**src/verilog/cal_pattern_pkg.sv**
```systemverilog
/*
  Shared constants and carriers for the calibration pattern read-out block:
  register map, mode register field positions, pattern and burst figures.
  Assumes nothing of its surroundings.
*/
package cal_pattern_pkg;
  // Wishbone byte addresses
  localparam logic [7:0] REG_CTRL = 8'h00;
  localparam logic [7:0] REG_STATUS = 8'h04;
  localparam logic [7:0] REG_COUNT = 8'h08;
  // Control register fields and reset values
  localparam int CTRL_X16_BIT = 0;
  localparam int CTRL_REPL_BIT = 1;
  localparam int CTRL_LAT_LSB = 4;
  localparam logic CTRL_X16_RESET = 1'h0;
  localparam logic CTRL_REPL_RESET = 1'h1;
  localparam logic [2:0] CTRL_LAT_RESET = 3'h4;
  // Status register fields
  localparam int ST_MODE_BIT = 0;
  localparam int ST_LOC_LSB = 1;
  localparam int ST_WL_BIT = 3;
  localparam int ST_RTTWR_LSB = 4;
  localparam int ST_OTF_BIT = 6;
  localparam int ST_ILLEGAL_BIT = 7;
  // Mode register selection on bank address
  localparam logic [2:0] MR_SEL_FIRST = 3'h0;
  localparam logic [2:0] MR_SEL_NOMINAL = 3'h1;
  localparam logic [2:0] MR_SEL_SECOND = 3'h2;
  localparam logic [2:0] MR_SEL_THIRD = 3'h3;
  // Mode register field positions
  localparam int MR0_BL_LSB = 0;
  localparam int MR1_NOM_B0 = 2;
  localparam int MR1_NOM_B1 = 6;
  localparam int MR1_WL_BIT = 7;
  localparam int MR1_NOM_B2 = 9;
  localparam int MR2_RTTWR_LSB = 9;
  localparam int MR3_LOC_LSB = 0;
  localparam int MR3_MODE_BIT = 2;
  // Column address fields of a read
  localparam int ADDR_NIBBLE_BIT = 2;
  localparam int ADDR_AP_BIT = 10;
  localparam int ADDR_BC_BIT = 12;
  // Burst length modes and figures
  localparam logic [1:0] BL_FIXED8 = 2'h0;
  localparam logic [1:0] BL_OTF = 2'h1;
  localparam logic [1:0] BL_FIXED4 = 2'h2;
  localparam logic [3:0] BEATS_FULL = 4'h8;
  localparam logic [3:0] BEATS_CHOP = 4'h4;
  // Pattern location and content, beat 0 in the LSB
  localparam logic [1:0] LOC_PATTERN = 2'h0;
  localparam logic [7:0] CAL_PATTERN = 8'hAA;

  typedef struct packed {
    logic cke;
    logic cs_n;
    logic ras_n;
    logic cas_n;
    logic we_n;
    logic [2:0] ba;
    logic [15:0] addr;
  } cmd_s;

  typedef struct packed {
    logic valid;
    logic pat;
    logic bc4;
    logic hi;
    logic [1:0] loc;
  } rd_req_s;

  typedef enum logic [2:0] {CMD_IDLE, CMD_MRS, CMD_READ, CMD_WRITE, CMD_OTHER} cmd_e;
endpackage

```
**src/verilog/pin_sync.sv**
```systemverilog
/*
  Two-stage synchroniser for a group of pin inputs.
  Assumes the pins are asynchronous to clk_i; only the second stage is read.
*/
`timescale 1ns/100ps
`default_nettype none
module pin_sync #(
  parameter int WIDTH = 1,
  parameter logic [WIDTH-1:0] INIT = '1
) (
  input wire logic clk_i,
  input wire logic rst_i,
  input wire logic ce_i,
  input wire logic [WIDTH-1:0] d_i,
  output logic [WIDTH-1:0] q_o
);
  typedef struct packed {
    logic [WIDTH-1:0] meta;
    logic [WIDTH-1:0] stable;
  } sync_s;

  sync_s s_reg;
  sync_s s_next;

  always_comb begin
    s_next = s_reg;
    if (ce_i) begin
      s_next.meta = d_i;
      s_next.stable = s_reg.meta;
    end
  end

  always_ff @(posedge clk_i) begin
    if (rst_i) begin
      s_reg <= {INIT, INIT};
    end else begin
      s_reg <= s_next;
    end
  end

  assign q_o = s_reg.stable;
endmodule
`default_nettype wire

```
**src/verilog/read_delay_line.sv**
```systemverilog
/*
  Fixed-depth shift line with a selectable tap, used to delay read requests.
  Assumes tap_i is held steady while requests are in flight.
*/
`timescale 1ns/100ps
`default_nettype none
module read_delay_line #(
  parameter int WIDTH = 6,
  parameter int DEPTH = 8
) (
  input wire logic clk_i,
  input wire logic rst_i,
  input wire logic ce_i,
  input wire logic [WIDTH-1:0] d_i,
  input wire logic [$clog2(DEPTH)-1:0] tap_i,
  output logic [WIDTH-1:0] q_o
);
  typedef struct packed {
    logic [DEPTH-1:0][WIDTH-1:0] stage;
  } line_s;

  line_s s_reg;
  line_s s_next;

  always_comb begin
    s_next = s_reg;
    if (ce_i) begin
      s_next.stage = {s_reg.stage[DEPTH-2:0], d_i};
    end
  end

  always_ff @(posedge clk_i) begin
    if (rst_i) begin
      s_reg <= '0;
    end else begin
      s_reg <= s_next;
    end
  end

  assign q_o = s_reg.stage[tap_i];
endmodule
`default_nettype wire

```
**src/verilog/sdram_calibration_pattern_readout.sv**
```systemverilog
/*
  Device-side command decoder, mode register store and read-out path with
  calibration pattern redirection; Wishbone classic slave for control/status.
  Assumes command pins asynchronous to clk_i, one data beat per clock, and an
  array that answers array_data_i combinationally for the requested beat.
*/
// The register addresses and the Wishbone interface to the registers were decided locally.
`timescale 1ns/100ps
`default_nettype none
module sdram_calibration_pattern_readout #(
  parameter int LAT_DEPTH = 8
) (
  input wire logic clk_i,
  input wire logic rst_i,
  input wire logic ce_i,
  input wire logic wb_cyc_i,
  input wire logic wb_stb_i,
  input wire logic wb_we_i,
  input wire logic [7:0] wb_adr_i,
  input wire logic [3:0] wb_sel_i,
  input wire logic [31:0] wb_dat_i,
  output logic [31:0] wb_dat_o,
  output logic wb_ack_o,
  input wire logic reset_n_i,
  input wire logic cke_i,
  input wire logic cs_n_i,
  input wire logic ras_n_i,
  input wire logic cas_n_i,
  input wire logic we_n_i,
  input wire logic [2:0] ba_i,
  input wire logic [15:0] addr_i,
  output logic [15:0] dq_o,
  output logic dq_oe_o,
  output logic array_rd_o,
  output logic array_wr_o,
  output logic array_precharge_o,
  output logic [2:0] array_ba_o,
  output logic [15:0] array_addr_o,
  output logic array_beat_o,
  output logic [2:0] array_beat_idx_o,
  input wire logic [15:0] array_data_i,
  output logic [2:0] rtt_nom_o,
  output logic [1:0] rtt_wr_o
);
  typedef struct packed {
    logic mode;
    logic [1:0] loc;
    logic [1:0] bl_mode;
    logic wl;
    logic [2:0] rtt_nom;
    logic [1:0] rtt_wr;
    logic illegal;
    logic [15:0] pat_count;
    logic x16;
    logic repl;
    logic [2:0] latency;
    logic arr_rd;
    logic arr_wr;
    logic arr_pre;
    logic [2:0] arr_ba;
    logic [15:0] arr_addr;
    logic b_pat;
    logic [1:0] b_loc;
    logic [2:0] beat;
    logic [3:0] left;
    logic [15:0] dq;
    logic dq_oe;
    logic [2:0] out_beat;
    logic out_pat;
    logic [1:0] out_loc;
    logic ack;
    logic [31:0] rdata;
  } state_s;

  state_s s_reg;
  state_s s_next;
  cal_pattern_pkg::cmd_s cmd;
  cal_pattern_pkg::cmd_e kind;
  cal_pattern_pkg::rd_req_s req;
  cal_pattern_pkg::rd_req_s line_q;
  logic dev_rst_n;
  logic mrs_third;
  logic ill_set;
  logic bc4;
  logic go;
  logic bp;
  logic [1:0] bl;
  logic [2:0] bb;
  logic [3:0] left;
  logic [31:0] status_word;

  function automatic cal_pattern_pkg::cmd_e decode_cmd(input cal_pattern_pkg::cmd_s c);
    cal_pattern_pkg::cmd_e k;
    k = cal_pattern_pkg::CMD_OTHER;
    if (!c.cke) begin
      k = cal_pattern_pkg::CMD_OTHER;
    end else if (c.cs_n) begin
      k = cal_pattern_pkg::CMD_IDLE;
    end else begin
      case ({c.ras_n, c.cas_n, c.we_n})
        3'h0: k = cal_pattern_pkg::CMD_MRS;
        3'h5: k = cal_pattern_pkg::CMD_READ;
        3'h4: k = cal_pattern_pkg::CMD_WRITE;
        3'h7: k = cal_pattern_pkg::CMD_IDLE;
        default: k = cal_pattern_pkg::CMD_OTHER;
      endcase
    end
    return k;
  endfunction

  // Pattern bit of one beat; reserved locations read as zero
  function automatic logic pattern_bit(input logic [1:0] loc, input logic [2:0] beat);
    return (loc == cal_pattern_pkg::LOC_PATTERN) ? cal_pattern_pkg::CAL_PATTERN[beat] : 1'h0;
  endfunction

  function automatic logic [15:0] lane_word(input logic b, input logic x16, input logic repl);
    logic [7:0] lane;
    lane = repl ? {8{b}} : {7'h00, b};
    return x16 ? {lane, lane} : {8'h00, lane};
  endfunction

  pin_sync #(
    .WIDTH($bits(cal_pattern_pkg::cmd_s) + 1),
    .INIT('1)
  ) u_pin_sync (
    .clk_i(clk_i),
    .rst_i(rst_i),
    .ce_i(ce_i),
    .d_i({reset_n_i, cke_i, cs_n_i, ras_n_i, cas_n_i, we_n_i, ba_i, addr_i}),
    .q_o({dev_rst_n, cmd})
  );

  // One delay line for both pattern and array reads
  read_delay_line #(
    .WIDTH($bits(cal_pattern_pkg::rd_req_s)),
    .DEPTH(LAT_DEPTH)
  ) u_read_delay_line (
    .clk_i(clk_i),
    .rst_i(rst_i),
    .ce_i(ce_i),
    .d_i(req),
    .tap_i(s_reg.latency),
    .q_o(line_q)
  );

  assign kind = decode_cmd(cmd);
  assign mrs_third = (kind == cal_pattern_pkg::CMD_MRS) && (cmd.ba == cal_pattern_pkg::MR_SEL_THIRD);
  // Refused command in pattern mode; beats a same-cycle clear
  assign ill_set = dev_rst_n && s_reg.mode
                   && !(kind == cal_pattern_pkg::CMD_READ || kind == cal_pattern_pkg::CMD_IDLE || mrs_third);

  // Chop per command only with on-the-fly length
  always_comb begin
    if (s_reg.bl_mode == cal_pattern_pkg::BL_OTF) begin
      bc4 = !cmd.addr[cal_pattern_pkg::ADDR_BC_BIT];
    end else begin
      bc4 = (s_reg.bl_mode == cal_pattern_pkg::BL_FIXED4);
    end
  end

  // Nibble select only for chopped reads
  always_comb begin
    req = '0;
    req.valid = dev_rst_n && (kind == cal_pattern_pkg::CMD_READ);
    req.pat = s_reg.mode;
    req.bc4 = bc4;
    req.hi = bc4 && cmd.addr[cal_pattern_pkg::ADDR_NIBBLE_BIT];
    req.loc = s_reg.loc;
  end

  always_comb begin
    status_word = '0;
    status_word[cal_pattern_pkg::ST_MODE_BIT] = s_reg.mode;
    status_word[cal_pattern_pkg::ST_LOC_LSB +: 2] = s_reg.loc;
    status_word[cal_pattern_pkg::ST_WL_BIT] = s_reg.wl;
    status_word[cal_pattern_pkg::ST_RTTWR_LSB +: 2] = rtt_wr_o;
    status_word[cal_pattern_pkg::ST_OTF_BIT] = (s_reg.bl_mode == cal_pattern_pkg::BL_OTF);
    status_word[cal_pattern_pkg::ST_ILLEGAL_BIT] = s_reg.illegal;
  end

  // Burst source: a new request takes over at its first beat
  always_comb begin
    go = line_q.valid;
    if (go) begin
      bp = line_q.pat;
      bl = line_q.loc;
      bb = {line_q.hi, 2'h0};
      left = line_q.bc4 ? cal_pattern_pkg::BEATS_CHOP : cal_pattern_pkg::BEATS_FULL;
    end else begin
      bp = s_reg.b_pat;
      bl = s_reg.b_loc;
      bb = s_reg.beat;
      left = s_reg.left;
    end
  end

  always_comb begin
    s_next = s_reg;
    if (ce_i) begin
      s_next.arr_rd = 1'h0;
      s_next.arr_wr = 1'h0;
      s_next.arr_pre = 1'h0;
      s_next.ack = wb_cyc_i && wb_stb_i && !s_reg.ack;
      if (!dev_rst_n) begin
        // Pin reset wins in any mode
        s_next.mode = 1'h0;
        s_next.loc = 2'h0;
        s_next.bl_mode = cal_pattern_pkg::BL_FIXED8;
        s_next.wl = 1'h0;
        s_next.rtt_nom = 3'h0;
        s_next.rtt_wr = 2'h0;
      end else if (s_reg.mode) begin
        case (kind)
          cal_pattern_pkg::CMD_READ: begin
            s_next.pat_count = s_reg.pat_count + 16'h0001;
          end
          cal_pattern_pkg::CMD_MRS: begin
            if (mrs_third) begin
              s_next.mode = cmd.addr[cal_pattern_pkg::MR3_MODE_BIT];
              s_next.loc = cmd.addr[cal_pattern_pkg::MR3_LOC_LSB +: 2];
            end else begin
              s_next.illegal = 1'h1;
            end
          end
          cal_pattern_pkg::CMD_IDLE: begin
            s_next.illegal = s_reg.illegal;
          end
          default: begin
            s_next.illegal = 1'h1;
          end
        endcase
      end else begin
        case (kind)
          cal_pattern_pkg::CMD_READ: begin
            s_next.arr_rd = 1'h1;
            s_next.arr_pre = cmd.addr[cal_pattern_pkg::ADDR_AP_BIT];
            s_next.arr_ba = cmd.ba;
            s_next.arr_addr = cmd.addr;
          end
          cal_pattern_pkg::CMD_WRITE: begin
            s_next.arr_wr = 1'h1;
            s_next.arr_pre = cmd.addr[cal_pattern_pkg::ADDR_AP_BIT];
            s_next.arr_ba = cmd.ba;
            s_next.arr_addr = cmd.addr;
          end
          cal_pattern_pkg::CMD_MRS: begin
            case (cmd.ba)
              cal_pattern_pkg::MR_SEL_FIRST: begin
                s_next.bl_mode = cmd.addr[cal_pattern_pkg::MR0_BL_LSB +: 2];
              end
              cal_pattern_pkg::MR_SEL_NOMINAL: begin
                s_next.wl = cmd.addr[cal_pattern_pkg::MR1_WL_BIT];
                s_next.rtt_nom = {cmd.addr[cal_pattern_pkg::MR1_NOM_B2], cmd.addr[cal_pattern_pkg::MR1_NOM_B1],
                                  cmd.addr[cal_pattern_pkg::MR1_NOM_B0]};
              end
              cal_pattern_pkg::MR_SEL_SECOND: begin
                s_next.rtt_wr = cmd.addr[cal_pattern_pkg::MR2_RTTWR_LSB +: 2];
              end
              cal_pattern_pkg::MR_SEL_THIRD: begin
                // Location kept only when the mode is switched on
                s_next.mode = cmd.addr[cal_pattern_pkg::MR3_MODE_BIT];
                if (cmd.addr[cal_pattern_pkg::MR3_MODE_BIT]) begin
                  s_next.loc = cmd.addr[cal_pattern_pkg::MR3_LOC_LSB +: 2];
                end
              end
              default: begin
                s_next.mode = s_reg.mode;
              end
            endcase
          end
          default: begin
            s_next.mode = s_reg.mode;
          end
        endcase
      end
      // Pattern reads never precharge
      s_next.dq_oe = (left != 4'h0);
      if (left != 4'h0) begin
        s_next.dq = bp ? lane_word(pattern_bit(bl, bb), s_reg.x16, s_reg.repl) : array_data_i;
        s_next.out_beat = bb;
        s_next.out_pat = bp;
        s_next.out_loc = bl;
        s_next.beat = bb + 3'h1;
        s_next.left = left - 4'h1;
        s_next.b_pat = bp;
        s_next.b_loc = bl;
      end
      if (wb_cyc_i && wb_stb_i && !s_reg.ack) begin
        s_next.rdata = 32'h0000_0000;
        case (wb_adr_i)
          cal_pattern_pkg::REG_CTRL: begin
            s_next.rdata[cal_pattern_pkg::CTRL_X16_BIT] = s_reg.x16;
            s_next.rdata[cal_pattern_pkg::CTRL_REPL_BIT] = s_reg.repl;
            s_next.rdata[cal_pattern_pkg::CTRL_LAT_LSB +: 3] = s_reg.latency;
            if (wb_we_i && wb_sel_i[0]) begin
              s_next.x16 = wb_dat_i[cal_pattern_pkg::CTRL_X16_BIT];
              s_next.repl = wb_dat_i[cal_pattern_pkg::CTRL_REPL_BIT];
              s_next.latency = wb_dat_i[cal_pattern_pkg::CTRL_LAT_LSB +: 3];
            end
          end
          cal_pattern_pkg::REG_STATUS: begin
            s_next.rdata = status_word;
            // Write-one clear; a new illegal command in this cycle still sets
            if (wb_we_i && wb_sel_i[0] && wb_dat_i[cal_pattern_pkg::ST_ILLEGAL_BIT] && !ill_set) begin
              s_next.illegal = 1'h0;
            end
          end
          cal_pattern_pkg::REG_COUNT: begin
            s_next.rdata = {16'h0000, s_reg.pat_count};
          end
          default: begin
            s_next.rdata = 32'h0000_0000;
          end
        endcase
      end
    end
  end

  always_ff @(posedge clk_i) begin
    if (rst_i) begin
      s_reg <= '0;
      s_reg.x16 <= cal_pattern_pkg::CTRL_X16_RESET;
      s_reg.repl <= cal_pattern_pkg::CTRL_REPL_RESET;
      s_reg.latency <= cal_pattern_pkg::CTRL_LAT_RESET;
    end else begin
      s_reg <= s_next;
    end
  end

  assign wb_ack_o = s_reg.ack;
  assign wb_dat_o = s_reg.rdata;
  assign dq_o = s_reg.dq;
  assign dq_oe_o = s_reg.dq_oe;
  assign array_rd_o = s_reg.arr_rd;
  assign array_wr_o = s_reg.arr_wr;
  assign array_precharge_o = s_reg.arr_pre;
  assign array_ba_o = s_reg.arr_ba;
  assign array_addr_o = s_reg.arr_addr;
  assign array_beat_o = ce_i && (left != 4'h0) && !bp;
  assign array_beat_idx_o = bb;
  assign rtt_nom_o = s_reg.rtt_nom;
  assign rtt_wr_o = s_reg.wl ? 2'h0 : s_reg.rtt_wr;

  a_mode_entry: assert property (@(posedge clk_i) disable iff (rst_i)
    (ce_i && dev_rst_n && mrs_third && cmd.addr[cal_pattern_pkg::MR3_MODE_BIT]) |=> s_reg.mode)
    else $error("pattern mode not entered");
  a_mode_exit: assert property (@(posedge clk_i) disable iff (rst_i)
    (ce_i && mrs_third && !cmd.addr[cal_pattern_pkg::MR3_MODE_BIT]) |=> !s_reg.mode)
    else $error("pattern mode not left");
  a_pin_reset_clears: assert property (@(posedge clk_i) disable iff (rst_i)
    (ce_i && !dev_rst_n) |=> (!s_reg.mode && s_reg.loc == 2'h0))
    else $error("pin reset ignored in pattern mode");
  a_no_array_access: assert property (@(posedge clk_i) disable iff (rst_i)
    (ce_i && dev_rst_n && s_reg.mode && kind == cal_pattern_pkg::CMD_READ) |=> !array_rd_o && !array_precharge_o)
    else $error("pattern read reached the array");
  a_array_read_passes: assert property (@(posedge clk_i) disable iff (rst_i)
    (ce_i && dev_rst_n && !s_reg.mode && kind == cal_pattern_pkg::CMD_READ) |=> array_rd_o && array_addr_o == $past(cmd.addr))
    else $error("array read lost");
  a_pattern_beat_bit: assert property (@(posedge clk_i) disable iff (rst_i)
    (dq_oe_o && s_reg.out_pat && s_reg.out_loc == cal_pattern_pkg::LOC_PATTERN) |-> dq_o[0] == s_reg.out_beat[0])
    else $error("pattern beat bit wrong");
  a_x8_lane_fill: assert property (@(posedge clk_i) disable iff (rst_i)
    (dq_oe_o && s_reg.out_pat && !s_reg.x16) |-> (dq_o[15:8] == 8'h00 && (dq_o[7:1] == (s_reg.repl ? {7{dq_o[0]}} : 7'h00))))
    else $error("x8 upper bits wrong");
  a_x16_lane_copy: assert property (@(posedge clk_i) disable iff (rst_i)
    (dq_oe_o && s_reg.out_pat && s_reg.x16) |-> dq_o[15:8] == dq_o[7:0])
    else $error("x16 lanes differ");
  a_chop_high_nibble: assert property (@(posedge clk_i) disable iff (rst_i)
    (ce_i && line_q.valid && line_q.bc4 && line_q.hi) |=> (dq_oe_o && s_reg.out_beat == 3'h4 && s_reg.left == 4'h3))
    else $error("chopped burst did not start at beat 4");
  a_full_burst_start: assert property (@(posedge clk_i) disable iff (rst_i)
    (ce_i && line_q.valid && !line_q.bc4) |=> (dq_oe_o && s_reg.out_beat == 3'h0 && s_reg.left == 4'h7))
    else $error("full burst did not start at beat 0");
  a_leveling_no_dyn: assert property (@(posedge clk_i) disable iff (rst_i)
    s_reg.wl |-> rtt_wr_o == 2'h0)
    else $error("dynamic termination during leveling");
endmodule
`default_nettype wire

```
**config.mk**
```make
export PLATFORM = sky130hd
export DESIGN_NAME = sdram_calibration_pattern_readout
export DESIGN_NICKNAME = d
export VERILOG_FILES = /design/src/verilog/cal_pattern_pkg.sv /design/src/verilog/pin_sync.sv /design/src/verilog/read_delay_line.sv /design/src/verilog/sdram_calibration_pattern_readout.sv
export SDC_FILE = /design/constraint.sdc
export NUM_CORES = 1
export LEC_CHECK = 0
export BUFFER_PORTS_ARGS = -buffer_cell sky130_fd_sc_hd__buf_4
export CELL_PAD_IN_SITES_DETAIL_PLACEMENT = 1
export CELL_PAD_IN_SITES_GLOBAL_PLACEMENT = 1
export CORE_MARGIN = 10
export CORE_UTILIZATION = 33
export CTS_BUF_LIST = sky130_fd_sc_hd__clkbuf_4 sky130_fd_sc_hd__clkbuf_8
export DETAILED_ROUTE_END_ITERATION = 10
export PLACE_DENSITY = 0.75
export SYNTH_ARGS = -nofsm -noshare
export SYNTH_HDL_FRONTEND = slang
export SYNTH_SLANG_ARGS = --single-unit
export TNS_END_PERCENT = 20
```
**constraint.sdc**
```tcl
create_clock -name clk_i -period 7.5 [get_ports clk_i]
set_input_delay 1.125 -clock clk_i [delete_from_list [all_inputs] [get_ports clk_i]]
set_output_delay 1.125 -clock clk_i [all_outputs]
set_load 0.01 [all_outputs]
```
==> reports/results.ini <==
[run_status]
status = finished clean

[sta]
fmax_mhz = 211
drv_slew = 0
finalHoldViolations = 0
finalSetupTns_ps = 0
finalCriticalPeriod_ps = 4740
slew_headroom_pct = 30.0
period_share_pct = 63.2
setup_viol = 0
skew_ps = 18.8
worst_pin_slew_ps = 1050
fin_ws_ps = 2760
grt_setup_unrepaired = no

[critical_path]
cp.depth = 9
critical_path_buf_inv_count = 1
slowest_delay_ps = 950
critPathKind = reg -> out
crit_arrival_ps = 3610
reg2regPathDepth = 8
cp-start-kind = flop
crit_path_max_fanout = 14
cp_cell_sequence = mux4_2 -> mux2i_2 -> nand2_1 -> ha_1 -> nor3b_1 -> nor2_1 -> mux2i_1 -> nor2_1 -> buf_4
crit_family = multiplexers
end_kind = output pin
cp.required_ps = 6380
critPathMostFrequentCell = nor2_1
cpMaxStageDelayCell = dfxtp_1

[synth]
syn_area_um2 = 8410
yosysSeqAreaShare_pct = 46.9
yosysWarnings = 0
syn_avg_cell_area_um2 = 9.46
ys_types = 56
synth-seq-cells = 197
synth-edff-count = 0
synth-main-ff-cell = dfxtp_1
synth-async-reset-ratio_pct = 0
synthCells = 889

[finish]
layout-drive-gt1-share_pct = 19.6
final_cells = 1270
n_antenna_cell = 0
largest_reg_flops = 48
fill_cells = 2899
multi_input_area_um2 = 3720
layout.nets = 1021
area_growth_pct = 13.0
regArea_um2 = 3940

[cts]
root_buffer = clkbuf_8
clockBufferDepth = 2
clk_pin_slew_ps = 110
clock_latency_ps = 470
cts_tree = done
postCtsSetupRepairBufs = 0
clock_sinks = 197
cts_buffers = 17
cts_hold_buf = 0
post_cts_resized = 0
h-tree-depth = 4

[floorplan]
coreArea_um2 = 25100
pin_count = 172
start_util_pct = 33.5
die_w_um = 180
dieArea_um2 = 32300
rows = 58
die_h_um = 180

[global_routing]
antenna_found_initial = 0
grt_pass1_vias = 6314
grt_overflow = 0
gr-usage-all-layers_pct = 12.9
grt_first_pass_wirelength_mm = 34.8
grt_max_degree = 97

[worst_hold_path]
hold_depth = 2
hp-class = reg -> reg

[power_and_ir_drop]
power_density_nw_per_um2 = 233
p_leak_uw = 0.00398
ir_worst_vdd_mv = 0.120
fin_total_pwr_uw = 2220

[drt]
drc = 0
drtIter0Drc = 357
viasPerCell = 4.90
ant_nets = 0
wire_per_inst_um = 17.0
drt_pass1_iterations = 4
wirelength_mm = 21.5
dr_total_vias = 6222

[placement]
dpl.cell_count = 1238
io_buffers = 126
dp_slack_ps = 3220
hpwl_mm = 15.1
place_congestion = 0.780

[run]
maxCapViolCount = 0

## cells in the mapped netlist (2+ instances only)
cell       count  area [um^2]
a211oi_1       4         30.0
a21o_1         2         15.0
a21oi_1       44          220
a221o_1       15          150
a22oi_1       17          128
a311oi_1       2         17.5
and2_1         7         43.8
and3_1         3         18.8
buf_1          6         22.5
buf_2          3         15.0
buf_4         71          533
buf_6          4         45.0
clkbuf_1      42          158
dfxtp_1      197         3940
ha_1           3         37.5
inv_1          9         33.8
mux2_2         3         33.8
mux2i_1      111         1110
mux4_2        11          248
nand2_1      132          495
nand2b_1       3         18.8
nand3_1       11         55.1
nand4_1        7         43.8
nor2_1        97          364
nor2b_1        5         31.3
nor3_1         8         40.0
nor3b_1        2         15.0
nor4_1         6         37.5
o2111ai_1      2         17.5
o211ai_1       2         15.0
o21ai_0       14         70.1
o31ai_1        2         15.0
o32ai_1        2         17.5
or2_0          4         25.0
or2_2          2         12.5
or3b_1         2         17.5
xnor2_1       10         87.6
xor2_1         6         52.6
## placed cells by master (no fill, tap or decap), drive strengths merged, types with 3 or more instances in the layout
master,count
o21ai,14
nand4,7
nand2,132
nor2,99
nor2b,5
a22oi,17
inv,14
mux4,12
nand3,11
a211oi,4
xnor2,10
xor2,6
clkbuf,17
mux2,4
a221o,15
nand2b,3
mux2i,112
nor3,8
or2,6
ha,3
nor4,6
and3,3
buf,130
conb,16
a21oi,44
dfxtp,197
and2,8
clkinv,8
## through the flow
step,cell area [um^2],util (%),hold slack [ps]
after global routing,9510,37.9,489
after floorplan,8470,-,427
final,9510,37.9,465
after detailed placement,9090,36.2,449
after global placement,9090,36.2,440
after CTS,9510,37.9,465
## routing by layer
metal	vias to the layer above	GRT usage, %	wire length (um)
li1	3038	-	-
met1	3026	18.0	10800
met2	144	19.3	9430
met3	14	3.43	1060
met4	0	3.34	257
met5	-	0	0
## cell type report
type | count | area share, %
clock buffer | 17 | 2.46
clock inverter | 15 | 1.97
inverter | 9 | 0.355
multi-input combinational | 572 | 39.1
sequential | 197 | 41.5
tap | 330 | 4.34
timing repair buffer | 130 | 10.3
## worst reg2reg max path: cells and delay by family (launching register included)
family / cells / cell delay, ps
compound gates: 2 / 630
fa+ha+maj: 1 / 240
flops: 1 / 950
mux: 2 / 1050
simple gates: 3 / 510
## power by group
group	total, uW	internal [uW]	switching [uW]	leakage [uW]
combinational	351	164	187	0.00217
clock	715	284	431	0.000209
sequential	1150	1110	45.1	0.00160
## path summary, 6_finish.rpt
| kind | startpoint | endpoint | slack [ps] |
|---|---|---|---|
| max | s_reg[88] | array_beat_o | 2760 |
| max reg2reg | s_reg[88] | dq_o[1] | 4010 |
| min reg2reg | array_addr_o[9] | array_addr_o[9] | 470 |
| min | array_addr_o[9] | array_addr_o[9] | 470 |
## cell families (layout without fill, tap and decap cells)
kind of cell    after synthesis  in the layout  share of synthesized area, %
simple gates                300            300                          15.6
flops                       197            197                          46.9
buf+inv                     135            171                          9.59
mux                         128            128                          17.2
compound gates              109            109                          8.55
xor+xnor                     16             16                          1.67
fa+ha+maj                     3              3                         0.446
other cells                   1             16                        0.0446
(Power assumes the default switching activity.)
